--- config.mk ---
export PLATFORM = sky130hd
export DESIGN_NAME = smf_failsafe
export DESIGN_NICKNAME = d
export VERILOG_FILES = /design/src/include/smf_pkg.sv /design/src/hw/smf_debounce.sv /design/src/hw/smf_failsafe.sv
export SDC_FILE = /design/constraint.sdc
export NUM_CORES = 1
export LEC_CHECK = 0
export BUFFER_PORTS_ARGS = -buffer_cell sky130_fd_sc_hd__clkbuf_2
export CORE_MARGIN = 3
export CORE_UTILIZATION = 45
export CTS_BUF_LIST = sky130_fd_sc_hd__clkbuf_4 sky130_fd_sc_hd__clkbuf_8
export DETAILED_ROUTE_END_ITERATION = 7
export PLACE_DENSITY = 0.65
export SLEW_MARGIN = 5
export SYNTH_ARGS = -nofsm -noshare
export SYNTH_HDL_FRONTEND = slang
export SYNTH_HIERARCHICAL = 1
export SYNTH_SLANG_ARGS = --single-unit
export TNS_END_PERCENT = 1
--- constraint.sdc ---
create_clock -name pclk -period 3.6 [get_ports pclk]
set_input_delay 0.18 -clock pclk [delete_from_list [all_inputs] [get_ports pclk]]
set_output_delay 0.18 -clock pclk [all_outputs]
set_load 0.05 [all_outputs]
--- src/include/smf_pkg.sv ---
package smf_pkg;

  // ----------------------------------------------------------------
  // Geometry
  // ----------------------------------------------------------------
  localparam int N_CH    = 18;
  localparam int N_PAIRS = N_CH * (N_CH - 1) / 2;
  localparam int CNT_W   = 24;

  // ----------------------------------------------------------------
  // Timing
  // ----------------------------------------------------------------
  localparam int CLK_HZ          = 20_000_000;
  localparam int CYC_PER_MS      = CLK_HZ / 1000;
  localparam int HALT_LEAD_MS    = 250;
  localparam int HALT_LEAD_CYC   = HALT_LEAD_MS * CYC_PER_MS;
  localparam int DEBOUNCE_MS     = 10;
  localparam int DEBOUNCE_CYC    = DEBOUNCE_MS * CYC_PER_MS;
  localparam int BLINK_HZ        = 2;
  localparam int BLINK_DUTY_PCT  = 25;
  localparam int BLINK_PERIOD_CYC = CLK_HZ / BLINK_HZ;

  // ----------------------------------------------------------------
  // Register map (byte addresses)
  // ----------------------------------------------------------------
  localparam logic [7:0] A_CTRL     = 8'h00;
  localparam logic [7:0] A_YINH     = 8'h04;
  localparam logic [7:0] A_STATUS   = 8'h08;
  localparam logic [7:0] A_IRQ_STAT = 8'h0C;
  localparam logic [7:0] A_IRQ_MASK = 8'h10;

  localparam int CTRL_RELAY_TEST = 0;

  // Yellow inhibit: channels 13..16 (bits 12..15)
  localparam logic [17:0] YINH_RST = 18'h0F000;

  // Status fields
  localparam int ST_B_STATE   = 0;
  localparam int ST_B_CONF    = 3;
  localparam int ST_B_CFAULT  = 4;
  localparam int ST_B_ABSENT  = 5;
  localparam int ST_B_CARD16  = 6;

  // Interrupt status bits
  localparam int IRQ_W     = 3;
  localparam int IRQ_FAIL  = 0;
  localparam int IRQ_CARD  = 1;
  localparam int IRQ_RESET = 2;

  typedef enum logic [2:0] {
    ST_NORMAL  = 3'b001,
    ST_FAILED  = 3'b010,
    ST_RELEASE = 3'b100
  } smf_state_t;

endpackage

--- src/hw/smf_debounce.sv ---
`timescale 1ns/1ns
module smf_debounce #(
  parameter int W          = 8,
  parameter int STABLE_CYC = smf_pkg::DEBOUNCE_CYC
) (
  // Clock and reset
  input  wire logic         pclk,
  input  wire logic         presetn,
  // Data
  input  wire logic [W-1:0] raw,
  output logic      [W-1:0] clean
);

  localparam logic [smf_pkg::CNT_W-1:0] STABLE_END = smf_pkg::CNT_W'(STABLE_CYC - 1);

  logic [W-1:0]              last;
  logic [W-1:0]              next_last;
  logic [W-1:0]              next_clean;
  logic [smf_pkg::CNT_W-1:0] cnt;
  logic [smf_pkg::CNT_W-1:0] next_cnt;

  // ----------------------------------------------------------------
  // Whole vector must hold still before it is passed on
  // ----------------------------------------------------------------
  always_comb
  begin
    next_last  = raw;
    next_clean = clean;
    next_cnt   = cnt;
    if (raw != last)
    begin
      next_cnt = '0;
    end
    else if (cnt == STABLE_END)
    begin
      next_clean = last;
    end
    else
    begin
      next_cnt = cnt + 1'b1;
    end
  end

  always_ff @(posedge pclk or negedge presetn)
  begin
    if (!presetn)
    begin
      last  <= '0;
      clean <= '0;
      cnt   <= '0;
    end
    else
    begin
      last  <= next_last;
      clean <= next_clean;
      cnt   <= next_cnt;
    end
  end

endmodule

--- src/hw/smf_failsafe.sv ---
// Our own choices: the APB interface to the registers and the placing of the registers.
`timescale 1ns/1ns
module smf_failsafe #(
  parameter int N_CH             = smf_pkg::N_CH,
  parameter int HALT_LEAD_CYC    = smf_pkg::HALT_LEAD_CYC,
  parameter int DEBOUNCE_CYC     = smf_pkg::DEBOUNCE_CYC,
  parameter int BLINK_PERIOD_CYC = smf_pkg::BLINK_PERIOD_CYC
) (
  // Clock and reset
  input  wire logic                             pclk,
  input  wire logic                             presetn,
  // APB slave
  input  wire logic                             psel,
  input  wire logic                             penable,
  input  wire logic                             pwrite,
  input  wire logic [7:0]                       paddr,
  input  wire logic [31:0]                      pwdata,
  output logic      [31:0]                      prdata,
  output logic                                  pready,
  output logic                                  pslverr,
  // Field activity
  input  wire logic [N_CH-1:0]                  chan_green,
  input  wire logic [N_CH-1:0]                  chan_yellow,
  // Program card
  input  wire logic [N_CH*(N_CH-1)/2-1:0]       diode_present,
  input  wire logic [N_CH-1:0]                  yel_jumper,
  input  wire logic                             card_loop,
  input  wire logic                             card_marker16,
  // Reset sources
  input  wire logic                             reset_button,
  input  wire logic                             ext_reset_n,
  // Outputs
  output logic                                  failsafe_relay,
  output logic                                  halt_timing,
  output logic                                  card_absent_fault,
  output logic [15:0]                           chan_flash,
  output logic                                  irq
);

  localparam int NP = N_CH * (N_CH - 1) / 2;
  localparam int DW = NP + N_CH + 2;
  localparam int CW = smf_pkg::CNT_W;
  localparam logic [CW-1:0] HALT_END  = CW'(HALT_LEAD_CYC - 1);
  localparam logic [CW-1:0] BLINK_END = CW'(BLINK_PERIOD_CYC - 1);
  localparam logic [CW-1:0] BLINK_ON  =
    CW'(BLINK_PERIOD_CYC * smf_pkg::BLINK_DUTY_PCT / 100);

  // ----------------------------------------------------------------
  // Debounced card inputs
  // ----------------------------------------------------------------
  logic [DW-1:0]   db_raw;
  logic [DW-1:0]   db_out;
  logic [NP-1:0]   diode_db;
  logic [N_CH-1:0] jumper_db;
  logic            loop_db;
  logic            marker_db;

  assign db_raw = {card_marker16, card_loop, yel_jumper, diode_present};

  smf_debounce #(
    .W          (DW),
    .STABLE_CYC (DEBOUNCE_CYC)
  ) u_deb (
    .pclk    (pclk),
    .presetn (presetn),
    .raw     (db_raw),
    .clean   (db_out)
  );

  assign diode_db  = db_out[NP-1:0];
  assign jumper_db = db_out[NP+N_CH-1:NP];
  assign loop_db   = db_out[DW-2];
  assign marker_db = db_out[DW-1];

  // ----------------------------------------------------------------
  // Card type
  // ----------------------------------------------------------------
  logic card_absent;
  logic card16;

  assign card_absent = !loop_db;
  assign card16      = loop_db && marker_db;

  // ----------------------------------------------------------------
  // Conflict evaluation
  // ----------------------------------------------------------------
  logic [17:0]     yinh;
  logic [N_CH-1:0] active;
  logic [NP-1:0]   pair_hit;
  logic            conflict;

  assign active = chan_green | (chan_yellow & ~(jumper_db | N_CH'(yinh)));

  genvar gi;
  genvar gj;
  generate
    for (gi = 0; gi < N_CH - 1; gi++)
    begin : g_i
      for (gj = gi + 1; gj < N_CH; gj++)
      begin : g_j
        localparam int P = gi * (2 * N_CH - gi - 1) / 2 + gj - gi - 1;
        assign pair_hit[P] = diode_db[P] && active[gi] && active[gj];
      end
    end
  endgenerate

  assign conflict = |pair_hit;

  // ----------------------------------------------------------------
  // Reset command, leading edge only
  // ----------------------------------------------------------------
  logic btn_q;
  logic ext_q;
  logic reset_cmd;

  assign reset_cmd = (reset_button && !btn_q) || (!ext_reset_n && ext_q);

  always_ff @(posedge pclk or negedge presetn)
  begin
    if (!presetn)
    begin
      btn_q <= 1'b1;
      ext_q <= 1'b0;
    end
    else
    begin
      btn_q <= reset_button;
      ext_q <= ext_reset_n;
    end
  end

  // ----------------------------------------------------------------
  // Failed-state sequencing
  // ----------------------------------------------------------------
  smf_pkg::smf_state_t state;
  smf_pkg::smf_state_t next_state;
  logic [CW-1:0]       halt_cnt;
  logic [CW-1:0]       next_halt_cnt;
  logic                conf_lat;
  logic                next_conf_lat;
  logic                next_card_fault;
  logic                next_relay;
  logic                next_halt;
  logic                relay_test;
  logic                fail_cause;

  assign fail_cause = conflict || next_card_fault;

  always_comb
  begin
    next_state      = state;
    next_halt_cnt   = halt_cnt;
    next_conf_lat   = conf_lat || conflict;
    next_card_fault = card_absent_fault || card_absent || card16;
    if (reset_cmd)
    begin
      next_conf_lat   = conflict;
      next_card_fault = card_absent || card16;
    end
    unique case (state)
      smf_pkg::ST_NORMAL:
      begin
        if (fail_cause)
        begin
          next_state = smf_pkg::ST_FAILED;
        end
      end
      smf_pkg::ST_FAILED:
      begin
        if (reset_cmd && !fail_cause)
        begin
          next_state    = smf_pkg::ST_RELEASE;
          next_halt_cnt = '0;
        end
      end
      smf_pkg::ST_RELEASE:
      begin
        next_halt_cnt = halt_cnt + 1'b1;
        if (fail_cause)
        begin
          next_state = smf_pkg::ST_FAILED;
        end
        else if (halt_cnt == HALT_END)
        begin
          next_state = smf_pkg::ST_NORMAL;
        end
      end
      default:
      begin
        next_state = smf_pkg::ST_FAILED;
      end
    endcase
    next_relay = (next_state == smf_pkg::ST_NORMAL) && !relay_test;
    next_halt  = (next_state == smf_pkg::ST_FAILED);
  end

  always_ff @(posedge pclk or negedge presetn)
  begin
    if (!presetn)
    begin
      state             <= smf_pkg::ST_NORMAL;
      halt_cnt          <= '0;
      conf_lat          <= 1'b0;
      card_absent_fault <= 1'b0;
      failsafe_relay    <= 1'b0;
      halt_timing       <= 1'b0;
    end
    else
    begin
      state             <= next_state;
      halt_cnt          <= next_halt_cnt;
      conf_lat          <= next_conf_lat;
      card_absent_fault <= next_card_fault;
      failsafe_relay    <= next_relay;
      halt_timing       <= next_halt;
    end
  end

  // ----------------------------------------------------------------
  // Wrong-card flash, 2 Hz at 25 % duty
  // ----------------------------------------------------------------
  logic [CW-1:0] blink_cnt;
  logic [CW-1:0] next_blink_cnt;
  logic [15:0]   next_flash;

  always_comb
  begin
    // Held at zero until a wrong card shows, so the first flash is full width
    next_blink_cnt = (!card16 || blink_cnt == BLINK_END) ? '0 : blink_cnt + 1'b1;
    next_flash     = {16{card16 && (blink_cnt < BLINK_ON)}};
  end

  always_ff @(posedge pclk or negedge presetn)
  begin
    if (!presetn)
    begin
      blink_cnt  <= '0;
      chan_flash <= '0;
    end
    else
    begin
      blink_cnt  <= next_blink_cnt;
      chan_flash <= next_flash;
    end
  end

  // ----------------------------------------------------------------
  // APB registers and interrupts
  // ----------------------------------------------------------------
  logic [smf_pkg::IRQ_W-1:0] irq_stat;
  logic [smf_pkg::IRQ_W-1:0] irq_mask;
  logic [smf_pkg::IRQ_W-1:0] next_irq_stat;
  logic [smf_pkg::IRQ_W-1:0] next_irq_mask;
  logic [smf_pkg::IRQ_W-1:0] ev;
  logic [17:0]               next_yinh;
  logic                      next_relay_test;
  logic [31:0]               next_prdata;
  logic [31:0]               status;
  logic                      hit;
  logic                      wr;

  assign pready  = 1'b1;
  assign wr      = psel && penable && pwrite;
  assign pslverr = psel && penable && !hit;
  assign irq     = |(irq_stat & irq_mask);

  always_comb
  begin
    status = '0;
    status[smf_pkg::ST_B_STATE +: 3] = state;
    status[smf_pkg::ST_B_CONF]       = conf_lat;
    status[smf_pkg::ST_B_CFAULT]     = card_absent_fault;
    status[smf_pkg::ST_B_ABSENT]     = card_absent;
    status[smf_pkg::ST_B_CARD16]     = card16;
    hit = (paddr == smf_pkg::A_CTRL) || (paddr == smf_pkg::A_YINH) ||
          (paddr == smf_pkg::A_STATUS) || (paddr == smf_pkg::A_IRQ_STAT) ||
          (paddr == smf_pkg::A_IRQ_MASK);
    ev                      = '0;
    ev[smf_pkg::IRQ_FAIL]   = (state != smf_pkg::ST_FAILED) &&
                              (next_state == smf_pkg::ST_FAILED);
    ev[smf_pkg::IRQ_CARD]   = next_card_fault && !card_absent_fault;
    ev[smf_pkg::IRQ_RESET]  = reset_cmd;
    next_relay_test = relay_test;
    next_yinh       = yinh;
    next_irq_mask   = irq_mask;
    next_irq_stat   = irq_stat;
    if (wr)
    begin
      unique case (paddr)
        smf_pkg::A_CTRL:     next_relay_test = pwdata[smf_pkg::CTRL_RELAY_TEST];
        smf_pkg::A_YINH:     next_yinh       = pwdata[17:0];
        smf_pkg::A_IRQ_STAT: next_irq_stat   = irq_stat & ~pwdata[smf_pkg::IRQ_W-1:0];
        smf_pkg::A_IRQ_MASK: next_irq_mask   = pwdata[smf_pkg::IRQ_W-1:0];
        default:             next_irq_mask   = irq_mask;
      endcase
    end
    next_irq_stat = next_irq_stat | ev;
    next_prdata   = prdata;
    if (psel && !penable)
    begin
      unique case (paddr)
        smf_pkg::A_CTRL:     next_prdata = {31'h0, relay_test};
        smf_pkg::A_YINH:     next_prdata = {14'h0, yinh};
        smf_pkg::A_STATUS:   next_prdata = status;
        smf_pkg::A_IRQ_STAT: next_prdata = {29'h0, irq_stat};
        smf_pkg::A_IRQ_MASK: next_prdata = {29'h0, irq_mask};
        default:             next_prdata = 32'h0;
      endcase
    end
  end

  always_ff @(posedge pclk or negedge presetn)
  begin
    if (!presetn)
    begin
      relay_test <= 1'b0;
      yinh       <= smf_pkg::YINH_RST;
      irq_mask   <= '0;
      irq_stat   <= '0;
      prdata     <= '0;
    end
    else
    begin
      relay_test <= next_relay_test;
      yinh       <= next_yinh;
      irq_mask   <= next_irq_mask;
      irq_stat   <= next_irq_stat;
      prdata     <= next_prdata;
    end
  end

endmodule

==> results of run 1 <==
layout make-up:
| class | count | area [µm²] | area share [%] |
|---|---|---|---|
| clock inverter | 20 | 133 | 0.489 |
| sequential | 471 | 11800 | 43.5 |
| tap | 607 | 759 | 2.80 |
| multi-input combinational | 1128 | 8940 | 32.9 |
| antenna | 7 | 17.5 | 0.0645 |
| inverter | 23 | 86.3 | 0.318 |
| timing repair buffer | 524 | 3830 | 14.1 |
| clock buffer | 123 | 1580 | 5.82 |
worst min-delay path, stage by stage:
cell and delay [ns]:
clkbuf_2 0.20, nor3_1 0.11, a21oi_1 0.11, o21ai_0 0.07
power by group through the flow:
stage / Clock [mW] / Sequential (mW) / Combinational [mW]
2_1_floorplan: 0 / 5.56 / 0.265
3_3_place_gp: 0 / 5.59 / 0.669
3_5_place_dp: 0 / 5.59 / 0.679
4_1_cts: 5.17 / 5.50 / 0.863
5_1_grt: 5.44 / 5.51 / 0.940
6_report: 5.05 / 5.50 / 0.869
per-layer routing:
layer	vias up	wire length, µm	GRT usage [%]
li1	7149	-	-
met1	7846	28700	36.0
met2	653	30100	41.6
met3	165	4680	6.30
met4	4	2650	10.5
met5	-	33	0
final timing paths:
| kind | startpoint | to | slack, ns | cells after the start |
|---|---|---|---|---|
| max | yinh[14] | halt_cnt[5] | 0.20 | 10 |
| min | paddr[2] | prdata[5] | 0.06 | 4 |
| max reg2reg | yinh[14] | halt_cnt[5] | 0.20 | 10 |
| min reg2reg | prdata[8] | prdata[8] | 0.48 | 2 |
| max in group asynchronous | presetn | u_deb/last[66] | 2.42 | 3 |
| min in group asynchronous | presetn | blink_cnt[15] | 0.19 | 2 |
state kept, by name, summed over array words and instances, names as in the netlist:
signal / cells
irq_mask: 3
conf_lat: 1
irq_stat: 3
relay_test: 1
state: 3
blink_cnt: 24
card_absent_fault: 1
u_deb/clean: 173
halt_cnt: 24
chan_flash: 1
yinh: 18
prdata: 18
halt_timing: 1
ext_q: 1
u_deb/last: 173
u_deb/cnt: 24
failsafe_relay: 1
btn_q: 1
cells in the final DEF (no fill, tap or decap), types with 18 or more instances in the layout:
master,n
o21ai_0,88
clkbuf_4,18
nand4_1,33
and3_1,20
clkbuf_2,279
nand3_1,42
inv_1,23
a22o_1,28
nor4_1,50
a22oi_1,34
mux2_2,25
clkbuf_8,105
nor2_1,92
xor2_1,164
nand2_1,97
dfrtp_1,465
buf_4,38
xnor2_1,39
mux2_4,170
a31oi_1,18
a221oi_1,26
dlygate4sd3_1,199
timing repair:
item / in CTS / in global routing
hold buffers: 199 / 0
setup buffers: 0 / 0
endpoints found under the hold margin: 293 / 0
logic make-up (layout without fill, tap and decap cells):
kind of cell             count (synthesis)  in the layout  share of synthesized area, %
adder cells (fa/ha/maj)                  3              3                         0.176
multiplexers                           201            201                          13.6
AND/OR/NAND/NOR                        442            442                          10.9
buffers and inverters                  107            690                          3.16
AO/OA/AOI/OAI                          264            264                          8.51
XOR/XNOR                               203            203                          8.34
other                                    2             22                        0.0352
flip-flops                             471            471                          55.3
per-stage QoR:
step	instance area, µm²	instances	util (%)	worst slack [ns]
2_1_floorplan	21400	1706	-	0.990
3_3_place_gp	23400	2554	50.2	0.400
3_5_place_dp	23400	2554	50.2	0.377
4_1_cts	27100	2896	58.1	0.343
5_1_grt	27100	2902	58.2	0.152
6_report	27100	2903	58.2	0.204
==> flow_summary.yaml, run 1 <==
clock_tree:
  cts_tree: "done"
  clock_sinks: 471
  cts_max_level: 3
  clkTransAtPathRegs_ns: 0.06
  clockRootBuffer: "clkbuf_8"
  numCtsBuffers: 79
  cts.path.max_buffers: 3
  post_cts_resized: 0
  clock_latency_ns: 0.67
drt:
  vias: 15800
  wirelength_um: 66100
  drtAntennaViolNets: 0
  wl_per_cell_um: 22.8
  drc: 0
  avgViaCountPerCell: 5.45
  drt-initial-drc-count: 1299
  drt_first_pass_iters: 5
synth:
  ys_seq_elements: 471
  synth.largest_area_cell: "dfrtp_1"
  synth_most_common_cell: "dfrtp_1"
  syn_inst: 1693
  synth_edf_count: 0
  synth-main-ff-cell: "dfrtp_1"
  async_flop_share_pct: 100
  synth_cell_type_count: 66
  syn_area_um2: 21300
  seq_area_frac_synth_pct: 55.3
  ys_warn_count: 6
  synth_common_cells: "465 x dfrtp_1, 170 x mux2_4, 164 x xor2_1"
  synthTopCellsByArea: "dfrtp_1 55%, mux2_4 12%, xor2_1 6.7%"
  synth.avg_cell_area_um2: 12.6
  synth_top_area_share_pct: 54.6
timing:
  grt_setup_unrepaired: "false"
  finalSetupViolations: 0
  finalClockSkew_ns: 0.0352
  fin_crit_ns: 3.40
  tightest_slew_ns: 1.38
  max_freq_mhz: 294
  fin_tns_setup_ns: 0
  maxSlewViolCount: 0
  hold_ws_ns: 0.0566
  fin_crit_sh_pct: 94.3
  hold_violations: 0
  relSlewSlack_pct: 7.59
status:
  status: "finished, final reports clean"
global_routing:
  track_usage_pct: 26.5
  antenna_found_initial: 9
  grt-ovfl-total: 0
  grt_pass1_wl_um: 101000
  grt_start_max_net_pins: 103
  grt_pass1_vias: 16500
critical_path:
  crit_fanout: 24
  cpMaxStageDelayCell: "nor4_2"
  critPathBufInv: 2
  slowest_delay_ns: 0.65
  path_cells: "nor3b_2 -> buf_4 -> o21ai_0 -> nand2_1 -> o32a_1 -> nor4_2 -> nand4_1 -> nor4_4 -> buf_12 -> o211ai_1"
  critPathCaptureType: "register"
  cp-start-kind: "register"
  crit_required_ns: 4.11
  worstPathArrival_ns: 3.91
  cpLargestDelayFamily: "simple AND/OR/NAND/NOR gates"
  path_class: "register to register"
floorplan:
  start_util_pct: 45.7
  fp.dieW_um: 224
  die_area_um2: 50000
  chipHeight_um: 224
  core_um2: 46700
  num_rows: 79
  ios: 310
pwr:
  pwr-share-seq_pct: 48.2
  p_total_mw: 11.4
  pwr-share-clk_pct: 44.2
  ir_drop_mv: 0.262
  swShare_pct: 24.2
  power-per-cell-area_nw_per_um2: 421
  internal_power_mw: 8.65
  p_comb_share_pct: 7.6
  p_switching_mw: 2.77
  p_leak_nw: 13.0
cells_and_area:
  nets: 2486
  fillers: 3819
  syn2layout_area_growth_pct: 27.3
  drive_above_1_share_pct: 30.5
placed_design:
  finalWeightedCongestion: 0.986
  port_buffers: 280
  dp.final_hpwl_um: 48600
job:
  maxCapViolations: 0
hold_path:
  hp-class: "input port to register"
(Power assumes the default switching activity.)
==> run 2, diff against run 1 <==
--- a/config.mk
+++ b/config.mk
@@ -5,12 +5,12 @@
 export SDC_FILE = /design/constraint.sdc
 export NUM_CORES = 1
 export LEC_CHECK = 0
-export BUFFER_PORTS_ARGS = -buffer_cell sky130_fd_sc_hd__clkbuf_2
 export CORE_MARGIN = 3
-export CORE_UTILIZATION = 45
+export CORE_UTILIZATION = 55
 export CTS_BUF_LIST = sky130_fd_sc_hd__clkbuf_4 sky130_fd_sc_hd__clkbuf_8
 export DETAILED_ROUTE_END_ITERATION = 7
-export PLACE_DENSITY = 0.65
+export DONT_BUFFER_PORTS = 1
+export PLACE_DENSITY = 0.7
 export SLEW_MARGIN = 5
 export SYNTH_ARGS = -nofsm -noshare
 export SYNTH_HDL_FRONTEND = slang
==> flow_summary.yaml, run 2 (same netlist as run 1, synthesis figures left out) <==
status:
  status: "complete, but fails checks"
  violations: "negative hold slack, max-slew violations"
cells_and_area:
  regArea_um2: 11800
  nets: 2199
  drive_above_1_share_pct: 20.6
  fillers: 2715
  final_common_cell: "dfrtp_1"
  fin_area_um2: 25600
  top_regs: "u_deb/clean x173, u_deb/last x173"
  syn2layout_area_growth_pct: 19.9
  final_cell_mix: "464 x dfrtp_1, 200 x dlygate4sd3_1, 170 x mux2_4"
  multi_input_area_um2: 8940
clock_tree:
  cts_tree: "done"
  cts_setup_buffers: 0
  clock_sinks: 471
  cts_max_level: 3
  clockRootBuffer: "clkbuf_8"
  cts.path.max_buffers: 3
  clock_latency_ns: 0.64
  clkTransAtPathRegs_ns: 0.07
  hold_buffers: 200
  numCtsBuffers: 80
global_routing:
  grt_pass1_vias: 15900
  grt-ovfl-total: 0
  grt_start_max_net_pins: 472
  grt_pass1_wl_um: 97200
  track_usage_pct: 31.3
  antenna_found_initial: 2
placed_design:
  dp_slack_ns: 0.415
  port_buffers: 0
  place_area_um2: 21800
  dp.final_hpwl_um: 43800
  finalWeightedCongestion: 0.982
floorplan:
  die_area_um2: 41200
  core_um2: 37900
  num_rows: 71
  chipHeight_um: 203
  ios: 310
  start_util_pct: 56.2
  fp.dieW_um: 203
timing:
  fin_crit_sh_pct: 89.9
  fin_crit_ns: 3.24
  max_freq_mhz: 309
  hold_ws_ns: -0.762
  finalClockSkew_ns: 0.0241
  setup_ws_ns: 0.362
  hold_violations: 469
  maxSlewViolCount: 260
  grt_setup_unrepaired: "false"
  finalSetupViolations: 0
  fin_tns_setup_ns: 0
  tightest_slew_ns: 2.08
  relSlewSlack_pct: -38.7
critical_path:
  cpMaxStageDelayCell: "dfstp_2"
  crit_fanout: 24
  cpLargestDelayFamily: "simple AND/OR/NAND/NOR gates"
  slowest_delay_ns: 0.56
  worstPathArrival_ns: 3.73
  crit_required_ns: 4.09
  critPathCaptureType: "register"
  cp-start-kind: "register"
  critPathBufInv: 2
  path_cells: "nor3b_2 -> buf_4 -> a22o_1 -> a221oi_1 -> a31oi_1 -> nor4_1 -> nand4_1 -> nor4_4 -> buf_12 -> o211ai_1"
  path_class: "register to register"
pwr:
  ir_drop_mv: 0.335
  p_leak_nw: 11.8
  power-per-cell-area_nw_per_um2: 438
drt:
  wl_per_cell_um: 25.8
  drtAntennaViolNets: 0
  drc: 0
  vias: 15100
  wirelength_um: 64900
  drt_first_pass_iters: 7
  drt-initial-drc-count: 1336
  avgViaCountPerCell: 6.00
job:
  maxCapViolations: 0
hold_path:
  hp-class: "input port to async pin"
[run 2: cell count changes in the layout (fill, tap and decap cells not counted), sizes merged]
cell / delta
buf: -10
bufinv: +1
clkbuf: -273
clkinv: -6
clkinvlp: +1
diode: -5
dlygate4sd3: +1
[run 2: area by class of cell]
type | count | share of cell area (%)
clock inverters | 16 | 0.548
multi-input cells | 1128 | 35.0
flip-flops and latches | 471 | 46.1
repair buffers | 236 | 9.21
well taps | 511 | 2.50
diodes | 2 | 0.0196
clock buffers | 129 | 6.28
inverters | 23 | 0.338
[run 2: what timing repair did]
action / CTS / global route
resized for setup: 0 / 0
setup endpoints to repair: 0 / 0
endpoints found under the hold margin: 681 / 471
[run 2: worst paths after layout]
| path | startpoint | slack [ns] | endpoint | depth (start not counted) |
|---|---|---|---|---|
| worst max register to register | yinh[15] | 0.36 | halt_cnt[13] | 10 |
| worst max-delay path | yinh[15] | 0.36 | halt_cnt[13] | 10 |
| min in group pclk | paddr[2] | 0.07 | prdata[15] | 4 |
| worst min-delay path | presetn | -0.76 | blink_cnt[15] | 0 |
| max in group asynchronous | presetn | 2.71 | halt_cnt[19] | 0 |
| worst min register to register | blink_cnt[0] | 0.50 | blink_cnt[0] | 1 |
[run 2: routing by layer]
layer  track usage (%)  share of wire, %  vias to the layer above
met5                 0             0.012                        -
met4              14.6               4.6                        2
met3              9.41               9.5                      173
met2              48.2                45                      731
met1              41.1                41                     7596
li1                  -                 -                     6584
[run 2: power breakdown]
| part | internal (mW) | switching, mW | total [mW] |
|---|---|---|---|
| Combinational | 0.279 | 0.253 | 0.532 |
| Sequential | 5.40 | 0.0987 | 5.50 |
| Clock | 2.97 | 2.19 | 5.15 |
| Total | 8.65 | 2.54 | 11.2 |
[run 2: through the flow]
stage          std cells  util [%]  power, mW
2_1_floorplan       1706         -       5.82
5_1_grt             2515      67.4       11.6
3_5_place_dp        2169      57.5       5.91
6_report            2516      67.4       11.2
4_1_cts             2514      67.4       11.3
3_3_place_gp        2169      57.5       5.90
==> run 3, diff against run 2 <==
==> constraint.sdc (replaced) <==
create_clock -name pclk -period 3.6 [get_ports pclk]
set_input_delay 0 -clock pclk [delete_from_list [all_inputs] [get_ports pclk]]
set_output_delay 0 -clock pclk [all_outputs]
set_load 0.05 [all_outputs]
==> flow_summary.yaml, run 3 (same netlist as run 1, synthesis figures left out) <==
status:
  status: "complete, but fails checks"
  violations: "negative hold slack, max-slew violations"
cells_and_area:
  fillers: 2491
  drive_above_1_share_pct: 18.3
  syn2layout_area_growth_pct: 28.2
  final_common_cell: "dfrtp_1"
  final_cell_mix: "464 x dfrtp_1, 390 x dlygate4sd3_1, 170 x mux2_4"
  nets: 2384
  top_regs: "u_deb/clean x173, u_deb/last x173"
critical_path:
  cp-endpoint: "conf_lat"
  path_class: "register to register"
  critPathCaptureType: "register"
  worstPathArrival_ns: 4.15
  crit_required_ns: 4.17
  r2r-start: "u_deb/clean[167]"
  cp-start-kind: "register"
  rr_endpoint: "conf_lat"
  crit_fanout: 11
  rr_worst_depth: 9
  crit_start: "u_deb/clean[167]"
  rrSetupSlack_ns: 0.02
floorplan:
  core_um2: 37900
  fp.dieW_um: 203
  die_area_um2: 41200
  start_util_pct: 56.2
  num_rows: 71
  ios: 310
  chipHeight_um: 203
timing:
  fin_tns_setup_ns: 0
  fin_crit_ns: 3.58
  hold_ws_ns: -0.949
  finalClockSkew_ns: 0.0292
  max_freq_mhz: 279
  maxSlewViolCount: 208
  relSlewSlack_pct: -28.5
  grt_setup_unrepaired: "false"
  hold_violations: 471
  fin_crit_sh_pct: 99.4
  tightest_slew_ns: 1.93
  finalSetupViolations: 0
placed_design:
  finalWeightedCongestion: 0.973
  port_buffers: 0
  dp.final_hpwl_um: 44000
pwr:
  power-per-cell-area_nw_per_um2: 412
  ir_drop_mv: 0.339
  p_leak_nw: 12.5
  p_total_mw: 11.3
drt:
  drc: 0
  vias: 16400
  drt-initial-drc-count: 1725
  drt_first_pass_iters: 7
  wirelength_um: 72100
  avgViaCountPerCell: 6.09
  wl_per_cell_um: 26.8
  drtAntennaViolNets: 0
global_routing:
  grt_pass1_wl_um: 107000
  grt_start_max_net_pins: 472
  grt-ovfl-total: 0
  grt_pass1_vias: 17000
  antenna_found_initial: 2
  track_usage_pct: 34.8
clock_tree:
  clockRootBuffer: "clkbuf_8"
  cts_max_level: 3
  clock_sinks: 471
  cts.path.max_buffers: 3
  clock_latency_ns: 0.64
  clkTransAtPathRegs_ns: 0.08
  numCtsBuffers: 76
  hold_buffers: 390
  cts_setup_buffers: 0
  cts_tree: "done"
job:
  maxCapViolations: 0
hold_path:
  hp-class: "input port to async pin"
run 3: per-layer routing:
metal  wire (µm)  track usage (%)  part of all wire, %  vias up
li1            -                -                    -     6929
met2       34100             56.7                   47      982
met3        6930             9.68                  9.6      231
met1       27600             44.2                   38     8246
met4        3480             14.4                  4.8        2
met5          10                0                0.014        -
run 3: what timing repair did:
item	4_1_cts	5_1_grt
resized for setup	0	1
hold endpoints to repair	714	471
endpoints found under the setup margin	0	1
run 3: final cells by class:
cell class | count | area [µm²] | area share (%)
Antenna cell | 3 | 7.51 | 0.0275
Clock buffer | 117 | 1440 | 5.27
Clock inverter | 15 | 183 | 0.668
Inverter | 23 | 86.3 | 0.316
Multi-Input combinational cell | 1128 | 8940 | 32.7
Sequential cell | 471 | 11800 | 43.1
Tap cell | 511 | 639 | 2.34
Timing Repair Buffer | 425 | 4250 | 15.5
run 3: power by group:
| part | internal (mW) | switching, mW |
|---|---|---|
| clock network | 2.83 | 2.20 |
| logic | 0.409 | 0.308 |
| registers | 5.40 | 0.102 |
| total | 8.64 | 2.61 |
run 3: worst min-delay path by stage:
stage | from | to | slack, ns
final | presetn | yinh[17] | -0.95
after global routing | presetn | yinh[17] | -0.97
after CTS | presetn | chan_flash[0] | -0.97
after detailed placement | presetn | chan_flash[0] | -0.28
after global placement | presetn | blink_cnt[16] | -0.29
after floorplan | presetn | blink_cnt[0] | -0.30
run 3: through the flow:
| step | util, % | setup WS, ns | instance area, µm² | std cells | hold WS, ns |
|---|---|---|---|---|---|
| 3_3_place_gp | 57.5 | 0.533 | 21800 | 2168 | -0.285 |
| 4_1_cts | 72.1 | 0.193 | 27300 | 2690 | -0.971 |
| 5_1_grt | 72.1 | 0.00553 | 27300 | 2691 | -0.973 |
| 2_1_floorplan | - | 0.990 | 21400 | 1706 | -0.296 |
| 3_5_place_dp | 57.5 | 0.452 | 21800 | 2168 | -0.283 |
| 6_report | 72.1 | 0.0222 | 27300 | 2693 | -0.949 |
run 3: critical path, stage by stage, from the launching register on:
cell	delay [ns]
dfrtp_1	0.40
nor3b_2	0.99
buf_4	0.33
a22oi_1	0.10
nand3_1	0.12
o32ai_1	0.10
dlygate4sd3_1	0.61
nand3_1	0.18
dlygate4sd3_1	0.58
a211o_1	0.09
